**src/common/hpsl_pkg.sv**
```systemverilog
package hpsl_pkg;

  // ----------------------------------------------------------------
  // Timing
  // ----------------------------------------------------------------
  localparam int CLK_PERIOD_NS = 50;
  localparam int READY_TIME_NS = 5000;
  // Least time, so round up to whole cycles
  localparam int READY_CYCLES =
    (READY_TIME_NS + CLK_PERIOD_NS - 1) / CLK_PERIOD_NS;
  // Cycles until the pin synchronisers hold settled strap levels
  localparam int SYNC_FILL = 4;
  localparam int CNT_W = 8;

  // ----------------------------------------------------------------
  // Pin layout of the upper data byte in 8-bit mode
  // ----------------------------------------------------------------
  localparam int HI_WAKE_BIT = 7;
  localparam int HI_DUPLEX_BIT = 6;
  localparam int HI_GP_LSB = 3;
  localparam int GP_WIDTH = 3;
  localparam int HI_STRAP_DRV_BIT = 5;

  // ----------------------------------------------------------------
  // Control synchroniser bit positions
  // ----------------------------------------------------------------
  localparam int CTL_W = 6;
  localparam int CTL_CS = 0;
  localparam int CTL_CMD = 1;
  localparam int CTL_RD = 2;
  localparam int CTL_WR = 3;
  localparam int CTL_PROM_CLK = 4;
  localparam int CTL_PROM_SEL = 5;

  // ----------------------------------------------------------------
  // Function select of the link/activity pin in 16-bit mode
  // ----------------------------------------------------------------
  localparam logic [1:0] LNK_FUNC_LED = 2'h0;
  localparam logic [1:0] LNK_FUNC_IOWAIT = 2'h1;
  localparam logic [1:0] LNK_FUNC_WAKE = 2'h2;

  // ----------------------------------------------------------------
  // Start-up phases
  // ----------------------------------------------------------------
  typedef enum logic [1:0]
  {
    HPSL_PH_FILL = 2'b00,
    HPSL_PH_WAIT = 2'b01,
    HPSL_PH_READY = 2'b10
  } hpsl_phase_t;

endpackage : hpsl_pkg

```
**src/core/hpsl_sync.sv**
```systemverilog
`timescale 1ns/1ns
module hpsl_sync
#(
  parameter int WIDTH = 1
)
(
  input wire logic clk,
  input wire logic rst_n,
  input wire logic [WIDTH-1:0] async_in,
  output logic [WIDTH-1:0] sync_out
);

  typedef struct packed
  {
    logic [WIDTH-1:0] ff1;
    logic [WIDTH-1:0] ff2;
    logic [WIDTH-1:0] ff3;
    logic [WIDTH-1:0] q;
  } hpsl_sync_t;

  hpsl_sync_t s_reg;
  hpsl_sync_t s_next;

  // ----------------------------------------------------------------
  // Three stages; a bit moves only once stages two and three agree
  // ----------------------------------------------------------------
  always_comb
  begin
    s_next = s_reg;
    s_next.ff1 = async_in;
    s_next.ff2 = s_reg.ff1;
    s_next.ff3 = s_reg.ff2;
    for (int i = 0; i < WIDTH; i++)
    begin
      if (s_reg.ff2[i] == s_reg.ff3[i])
      begin
        s_next.q[i] = s_reg.ff3[i];
      end
    end
  end

  always_ff @(posedge clk)
  begin
    if (!rst_n)
    begin
      s_reg <= '0;
    end
    else
    begin
      s_reg <= s_next;
    end
  end

  assign sync_out = s_reg.q;

endmodule : hpsl_sync

```
**src/core/hpsl_top.sv**
```systemverilog
// Overview of operation
// - Command line high means data port access, low means index port.
// - Read and write strobes active low, inverted by a PROM setting.
// - Chip select active low, invertible; strobes count only while selected.
// - Interrupt active high; clock strap or PROM setting inverts it.
// - Select strap high gives 8-bit bus, low gives 16-bit bus.
// - In 8-bit mode drive-type strap high makes interrupt open-drain.
// - Upper data pins carry data in 16-bit, alternate outputs in 8-bit.
// - Speed pin pulled low at 100M, floating at 10M.
// - Link pin: mode 1 link plus carrier, mode 0 carrier only.
// - Duplex pin: mode 1 low for full duplex, mode 0 low for 10M.
// - In 8-bit mode three general outputs follow register 1Fh.
// - In 8-bit mode the resume output asserts on a wake event.
// - Device usable 5 us after reset release; host waits that long.
// - In 16-bit mode speed pin may serve as IO16.
// - In 16-bit mode link pin may serve as IOWAIT or resume output.
`timescale 1ns/1ns
module hpsl_top
#(
  parameter int READY_CYCLES = hpsl_pkg::READY_CYCLES
)
(
  input wire logic clk,
  input wire logic rst_n,
  input wire logic host_select_n,
  input wire logic host_cmd,
  input wire logic host_read_strobe,
  input wire logic host_write_strobe,
  input wire logic [7:0] host_data_low_in,
  output logic [7:0] host_data_low_out,
  output logic [7:0] host_data_low_oe,
  input wire logic [7:0] host_data_high_in,
  output logic [7:0] host_data_high_out,
  output logic [7:0] host_data_high_oe,
  input wire logic serial_prom_clock,
  input wire logic serial_prom_select,
  output logic irq_pin_out,
  output logic irq_pin_oe,
  output logic speed_indicator_out,
  output logic speed_indicator_oe,
  output logic link_activity_indicator_out,
  output logic link_activity_indicator_oe,
  input wire logic cfg_read_invert,
  input wire logic cfg_write_invert,
  input wire logic cfg_select_invert,
  input wire logic cfg_irq_invert,
  input wire logic cfg_led_mode,
  input wire logic cfg_io16_enable,
  input wire logic [1:0] cfg_link_function,
  input wire logic irq_request,
  input wire logic phy_speed_100,
  input wire logic phy_link_up,
  input wire logic phy_carrier_sense,
  input wire logic phy_full_duplex,
  input wire logic iowait_request,
  input wire logic wake_event,
  input wire logic wake_clear,
  input wire logic [2:0] general_reg_value,
  input wire logic [15:0] read_data,
  output logic device_ready,
  output logic bus_is_8bit,
  output logic [7:0] index_value,
  output logic index_write_pulse,
  output logic data_write_pulse,
  output logic [15:0] data_write_value,
  output logic data_read_pulse,
  output logic remote_resume
);

  typedef struct packed
  {
    hpsl_pkg::hpsl_phase_t phase;
    logic [hpsl_pkg::CNT_W-1:0] cnt;
    logic width8;
    logic irq_low_strap;
    logic irq_od;
    logic rd_prev;
    logic wr_prev;
    logic [7:0] index;
    logic [15:0] wdata;
    logic [15:0] rdata;
    logic idx_wr;
    logic dat_wr;
    logic dat_rd;
    logic wake;
    logic [7:0] lo_oe;
    logic [7:0] hi_out;
    logic [7:0] hi_oe;
    logic spd_oe;
    logic lnk_out;
    logic lnk_oe;
    logic irq_out;
    logic irq_oe;
  } hpsl_state_t;

  hpsl_state_t s_reg;
  hpsl_state_t s_next;

  logic [hpsl_pkg::CTL_W-1:0] ctl_s;
  logic [15:0] data_s;

  // ----------------------------------------------------------------
  // Helpers
  // ----------------------------------------------------------------
  function automatic logic hpsl_active(input logic pin, input logic inv);
    return ~(pin ^ inv);
  endfunction : hpsl_active

  // ----------------------------------------------------------------
  // Pin synchronisers
  // ----------------------------------------------------------------
  hpsl_sync #(.WIDTH(hpsl_pkg::CTL_W)) u_ctl_sync
  (
    .clk(clk),
    .rst_n(rst_n),
    .async_in({serial_prom_select, serial_prom_clock, host_write_strobe,
               host_read_strobe, host_cmd, host_select_n}),
    .sync_out(ctl_s)
  );

  hpsl_sync #(.WIDTH(16)) u_data_sync
  (
    .clk(clk),
    .rst_n(rst_n),
    .async_in({host_data_high_in, host_data_low_in}),
    .sync_out(data_s)
  );

  logic sel;
  logic rd_on;
  logic wr_on;
  logic cmd;
  logic ready;
  logic dpx_lit;
  logic lnk_lit;
  logic irq_lvl;

  assign cmd = ctl_s[hpsl_pkg::CTL_CMD];
  assign sel = hpsl_active(ctl_s[hpsl_pkg::CTL_CS], cfg_select_invert);
  assign rd_on = sel
    & hpsl_active(ctl_s[hpsl_pkg::CTL_RD], cfg_read_invert);
  assign wr_on = sel
    & hpsl_active(ctl_s[hpsl_pkg::CTL_WR], cfg_write_invert);
  assign ready = (s_reg.phase == hpsl_pkg::HPSL_PH_READY);
  assign dpx_lit = cfg_led_mode ? phy_full_duplex : ~phy_speed_100;
  // Activity blinks the lit link LED off, so both stay visible
  assign lnk_lit = cfg_led_mode ? (phy_link_up & ~phy_carrier_sense)
                                : phy_carrier_sense;
  assign irq_lvl = irq_request ^ s_reg.irq_low_strap ^ cfg_irq_invert;

  // ----------------------------------------------------------------
  // Next state
  // ----------------------------------------------------------------
  always_comb
  begin
    s_next = s_reg;
    s_next.idx_wr = 1'b0;
    s_next.dat_wr = 1'b0;
    s_next.dat_rd = 1'b0;

    // Start-up: straps settle, then the ready delay runs out
    case (s_reg.phase)
      hpsl_pkg::HPSL_PH_FILL:
      begin
        s_next.cnt = s_reg.cnt + 8'h01;
        if (s_reg.cnt == hpsl_pkg::CNT_W'(hpsl_pkg::SYNC_FILL))
        begin
          s_next.width8 = ctl_s[hpsl_pkg::CTL_PROM_SEL];
          s_next.irq_low_strap = ctl_s[hpsl_pkg::CTL_PROM_CLK];
          s_next.irq_od = ctl_s[hpsl_pkg::CTL_PROM_SEL]
            & data_s[8 + hpsl_pkg::HI_STRAP_DRV_BIT];
          s_next.phase = hpsl_pkg::HPSL_PH_WAIT;
        end
      end
      hpsl_pkg::HPSL_PH_WAIT:
      begin
        s_next.cnt = s_reg.cnt + 8'h01;
        if (s_reg.cnt == hpsl_pkg::CNT_W'(READY_CYCLES - 1))
        begin
          s_next.phase = hpsl_pkg::HPSL_PH_READY;
        end
      end
      hpsl_pkg::HPSL_PH_READY:
      begin
        s_next.cnt = s_reg.cnt;
      end
      default:
      begin
        s_next.phase = hpsl_pkg::HPSL_PH_FILL;
      end
    endcase

    s_next.rd_prev = rd_on;
    s_next.wr_prev = wr_on;

    // Strobes before the ready point are dropped
    if (ready)
    begin
      if (rd_on && !s_reg.rd_prev)
      begin
        s_next.rdata = read_data;
        s_next.dat_rd = cmd;
      end
      // Write data is taken at the trailing edge, when it has settled
      if (!wr_on && s_reg.wr_prev)
      begin
        if (cmd)
        begin
          s_next.dat_wr = 1'b1;
          s_next.wdata = s_reg.width8 ? {8'h00, data_s[7:0]} : data_s;
        end
        else
        begin
          s_next.idx_wr = 1'b1;
          s_next.index = data_s[7:0];
        end
      end
    end

    // Set wins over clear
    s_next.wake = wake_event | (s_reg.wake & ~wake_clear);

    s_next.lo_oe = {8{ready & rd_on}};

    if (s_reg.width8 && s_reg.phase != hpsl_pkg::HPSL_PH_FILL)
    begin
      s_next.hi_out = 8'h00;
      s_next.hi_oe = 8'h00;
      s_next.hi_out[hpsl_pkg::HI_WAKE_BIT] = s_reg.wake;
      s_next.hi_oe[hpsl_pkg::HI_WAKE_BIT] = 1'b1;
      s_next.hi_oe[hpsl_pkg::HI_DUPLEX_BIT] = dpx_lit;
      s_next.hi_out[hpsl_pkg::HI_GP_LSB +: hpsl_pkg::GP_WIDTH] =
        general_reg_value;
      s_next.hi_oe[hpsl_pkg::HI_GP_LSB +: hpsl_pkg::GP_WIDTH] = 3'h7;
    end
    else if (!s_reg.width8)
    begin
      s_next.hi_out = s_next.rdata[15:8];
      s_next.hi_oe = {8{ready & rd_on}};
    end
    else
    begin
      // Left floating so the drive-type strap can still be read
      s_next.hi_out = 8'h00;
      s_next.hi_oe = 8'h00;
    end

    if (!s_reg.width8 && cfg_io16_enable)
    begin
      s_next.spd_oe = ready & sel;
    end
    else
    begin
      s_next.spd_oe = phy_speed_100;
    end

    s_next.lnk_out = 1'b0;
    s_next.lnk_oe = lnk_lit;
    if (!s_reg.width8)
    begin
      case (cfg_link_function)
        hpsl_pkg::LNK_FUNC_IOWAIT:
        begin
          s_next.lnk_oe = ready & sel & iowait_request;
        end
        hpsl_pkg::LNK_FUNC_WAKE:
        begin
          s_next.lnk_out = s_reg.wake;
          s_next.lnk_oe = 1'b1;
        end
        default:
        begin
          s_next.lnk_oe = lnk_lit;
        end
      endcase
    end

    // Open-drain pulls low only; the force type drives both levels
    s_next.irq_out = irq_lvl;
    s_next.irq_oe = (s_reg.phase != hpsl_pkg::HPSL_PH_FILL)
      & (~s_reg.irq_od | ~irq_lvl);
  end

  always_ff @(posedge clk)
  begin
    if (!rst_n)
    begin
      s_reg <= '0;
    end
    else
    begin
      s_reg <= s_next;
    end
  end

  // ----------------------------------------------------------------
  // Outputs
  // ----------------------------------------------------------------
  assign host_data_low_out = s_reg.rdata[7:0];
  assign host_data_low_oe = s_reg.lo_oe;
  assign host_data_high_out = s_reg.hi_out;
  assign host_data_high_oe = s_reg.hi_oe;
  assign speed_indicator_out = 1'b0;
  assign speed_indicator_oe = s_reg.spd_oe;
  assign link_activity_indicator_out = s_reg.lnk_out;
  assign link_activity_indicator_oe = s_reg.lnk_oe;
  assign irq_pin_out = s_reg.irq_out;
  assign irq_pin_oe = s_reg.irq_oe;
  assign device_ready = ready;
  assign bus_is_8bit = s_reg.width8;
  assign index_value = s_reg.index;
  assign index_write_pulse = s_reg.idx_wr;
  assign data_write_pulse = s_reg.dat_wr;
  assign data_write_value = s_reg.wdata;
  assign data_read_pulse = s_reg.dat_rd;
  assign remote_resume = s_reg.wake;

  // ----------------------------------------------------------------
  // Assertions
  // ----------------------------------------------------------------
  logic [hpsl_pkg::CNT_W-1:0] since_rst;

  always_ff @(posedge clk)
  begin
    if (!rst_n)
    begin
      since_rst <= '0;
    end
    else if (since_rst != 8'hFF)
    begin
      since_rst <= since_rst + 8'h01;
    end
  end

  function automatic logic serial_prom_clock_cap();
    return s_reg.irq_low_strap;
  endfunction : serial_prom_clock_cap
endmodule : hpsl_top

```
**config.mk**
```make
export PLATFORM = sky130hd
export DESIGN_NAME = hpsl_top
export DESIGN_NICKNAME = d
export VERILOG_FILES = /design/src/common/hpsl_pkg.sv /design/src/core/hpsl_sync.sv /design/src/core/hpsl_top.sv
export SDC_FILE = /design/constraint.sdc
export NUM_CORES = 1
export LEC_CHECK = 0
export BUFFER_PORTS_ARGS = -buffer_cell sky130_fd_sc_hd__buf_2
export CAP_MARGIN = 20
export CORE_UTILIZATION = 56
export CTS_BUF_LIST = sky130_fd_sc_hd__clkbuf_2
export DETAILED_ROUTE_END_ITERATION = 10
export PLACE_DENSITY_LB_ADDON = 0.25
export REMOVE_ABC_BUFFERS = 1
export SYNTH_ARGS = -nofsm -noshare
export SYNTH_HDL_FRONTEND = slang
export SYNTH_SLANG_ARGS = --single-unit
```
**constraint.sdc**
```tcl
create_clock -name clk -period 1.7 [get_ports clk]
set_input_delay 0.34 -clock clk [delete_from_list [all_inputs] [get_ports clk]]
set_output_delay 0.34 -clock clk [all_outputs]
set_load 0.005 [all_outputs]
```
==> flow_summary_export.csv <==
group,metric,value,unit
finish,multi_input_area,0.001973,mm2
finish,insertedDiodeCount,0,
synth,synth_top_cell_by_area,"dfxtp_1",
timing,pins_over_slew_limit,0,
synth,synth_top_cell_area_share,56.87,%
routing,avgViaCountPerCell,4.965,
critical_path,critical_path_peak_fanout,3,
finish,post_route_cells_drive_above_1_share,27.45,%
finish,layout.cells.most_common,"dfxtp_1",
routing,drc,0,
cts,tritoncts,"done",
finish,nets,786,
timing,max_clock_freq,592.8,MHz
floorplan,core_region_area,0.009864,mm2
power_and_ir_drop,ir_drop,0.6067,mV
synth,biggest_area_contributors_in_the_synthesized_netlist,"dfxtp_1, buf_4, and2_1",
finish,fill_cells,701,
routing,firstDrtPassIters,5,
synth,synth.distinct_cells,40,
critical_path,worst_setup_path_start_kind,"flop",
synth,synth_cells,584,
grt,globalRouteMet2Util,39.07,%
timing,final.period_utilization,99.23,%
critical_path,reg2reg_from,"s_reg[86]",
grt,antenna_found_initial,0,
floorplan,rows,36,
floorplan,die_area,0.01072,mm2
status,status,"complete, no violations",
cts,cts_inserted_buffers,17,
finish,area_growth,24.08,%
min_path,hold_endpoint,"link_activity_indicator_out",
power_and_ir_drop,p_leak,3.072,nW
place,port_buffers,125,
critical_path,reg2reg_depth,8,
critical_path,rr_endpoint,"host_data_low_out[2]",
grt,globalRouteMet3Util,6.356,%
min_path,worst_hold_path_type,"input pin to flop",
floorplan,floorplan.io_pins,127,
critical_path,timing.setup.critical_path_class,"flop to primary output",
cts,root_buffer_cell,"clkbuf_2",
flow_run,max_cap_viol_count,0,
floorplan,chipWidth,103.5,um
finish,largest_register_ffs,32,
critical_path,worst-endpoint-arrival,1.35,ns
timing,layout_setup_ws,0.01304,ns
grt,wire_length_of_the_first_global_routing_pass,18350,um
cts,clk_latency,0.70,ns
grt,grtUsageTotal,21.57,%
cts,clkSinkCount,164,
routing,wl_per_cell,13.43,um
synth,synth.ff_latch_count,164,
critical_path,required_arrival_time_at_the_worst_endpoint,1.36,ns
min_path,min-delay-start,"cfg_link_function[1]",
critical_path,setup_slack_of_the_worst_register_to_register_path,0.03,ns
synth,synth.cell_area,0.005773,mm2
grt,first_global_vias,4030,
synth,synth_sequential_area_ratio,56.87,%
routing,vias,4315,
grt,grt_max_degree,100,
synth,syn_area_per_cell,9.885,um2
place,routabilityCongestion,0.7778,
grt,grtUsageMet1,24.28,%
cts,ctsHtreeMaxLevel,4,
finish,postLayoutCellArea,0.007163,mm2
finish,top_library_cells_by_usage_in_the_layout_fill_and_taps_aside,"dfxtp_1, buf_2, and2_1, nand2_1, dlygate4sd3_1",
critical_path,kind_of_end_point_of_the_critical_path,"primary output",
timing,setup_skew_after_layout,0.04941,ns
routing,ant_nets,0,
grt,global_route.peak_usage_layer,"met2",
routing,detailedRoute.firstIterationViolations,148,
place,post-dp-hpwl,6993,um
finish,ff_latch_area,0.003296,mm2
timing,hold_viol,0,
routing,postRouteWirelength,11670,um
min_path,worstHoldPathCells,3,
timing,crit_path_time_final,1.687,ns
timing,setup_repair_after_global_routing_missed_its_margin,"true",
synth,ys_warn_count,0,
floorplan,initial_utilization,58.52,%
place,dpl-instance-area,0.006178,mm2
timing,finalSetupTns,0,ns
power_and_ir_drop,p_per_area,935.8,mW/mm2
grt,gr-total-overflow,0,
place,place_worst_setup_slack,0.04154,ns
floorplan,floorplan.die.height,103.5,um
cts,clock_pin_slew_worst_setup_and_hold_paths,0.24,ns
timing,report.final.setup_viol,0,
cts,clock_tree.buffer_depth,2,
[worst max path at each step]
stage | startpoint | to | slack, ns | cells after the start
after global routing | s_reg[87] | device_ready | -0.13 | 3
final | s_reg[86] | device_ready | 0.01 | 3
after CTS | s_reg[87] | device_ready | -0.05 | 3
after global placement | cfg_select_invert | host_data_high_out[4] | 0.08 | 6
after detailed placement | cfg_select_invert | host_data_high_out[3] | 0.04 | 6
after floorplan | s_reg[87] | s_reg[41] | -0.81 | 4
[layer usage]
| layer | vias to the layer above | wire length, um | share of wire, % |
|---|---|---|---|
| met1 | 2035 | 5077 | 44 |
| li1 | 2129 | - | - |
| met5 | - | 0 | 0 |
| met2 | 141 | 5845 | 50 |
| met4 | 0 | 105 | 0.90 |
| met3 | 10 | 641 | 5.5 |
[timing repair]
item | CTS | global route
resized for setup | 6 | 19
buffers inserted | 2 | 7
endpoints found under the hold margin | 53 | 2
endpoints found under the setup margin | 2 | 23
gates cloned | 0 | 1
hold buffers | 51 | 3
[cell usage after synthesis]
cell and n:
buf_1 2, or3_1 2, nor4b_1 1, conb_1 1, buf_2 2, nor4_1 1, or2_2 1, nand2b_4 1
nor2b_1 2, o2111ai_2 1, and3_2 1, xor2_2 1, buf_4 58, a31o_2 1, a21boi_0 2, nand4b_1 1
nor2_1 38, clkbuf_1 17, and3_1 1, nand3_1 20, a31oi_1 2, o21ai_0 36, and2_1 68, a211oi_1 2
a21oi_1 29, dfxtp_1 164, nor3_1 6, nor2_4 1, o211ai_2 1, mux2i_1 28, ha_1 4, xor2_1 5
nand2_1 58, nor4_2 1, buf_6 1, xnor2_1 4, o21ai_1 9, buf_12 1, a21o_1 1, inv_1 9
[area by class of cell]
| class | instances | area share, % |
|---|---|---|
| clock buffers | 17 | 1.188 |
| flip-flops and latches | 164 | 46.01 |
| clock inverters | 15 | 2.533 |
| repair buffers | 201 | 19.90 |
| multi-input cells | 330 | 27.55 |
| well taps | 133 | 2.323 |
| inverters | 9 | 0.5066 |
[through the flow]
step                std cells  power, mW  hold slack, ns  util [%]
global route              869      7.001       -0.005800     72.62
finish                    869      6.704          0.1015     72.62
CTS                       858      6.719        0.005427     70.79
floorplan                 503      4.225          0.4080         -
detailed placement        773      4.422          0.4193     62.63
global placement          773      4.407          0.4138     62.63
[logic make-up (layout without fill, tap and decap cells)]
logic type	Yosys count	count (layout)	synth area share, %
flip-flops	164	164	56.87
buffers and inverters	90	242	10.08
XOR/XNOR	10	10	1.647
AND/OR/NAND/NOR	203	203	17.71
multiplexers	28	28	4.855
other	1	1	0.06496
adder cells (fa/ha/maj)	4	4	0.8670
AO/OA/AOI/OAI	84	84	7.910
[worst max-delay path: stages (launching register included)]
cell and delay [ns]:
dfxtp_2 0.37, nand2b_4 0.15, inv_4 0.07, buf_6 0.10
[report_power, final]
| part | internal, mW | leakage [nW] | total, mW | switching (mW) |
|---|---|---|---|---|
| Sequential | 3.95 | 1.34 | 4.00 | 0.0476 |
| Clock | 0.756 | 0.162 | 2.22 | 1.46 |
| Combinational | 0.271 | 1.57 | 0.484 | 0.213 |
| Total | 4.98 | 3.07 | 6.70 | 1.72 |
Note: power is estimated with default switching activity, not from simulation.
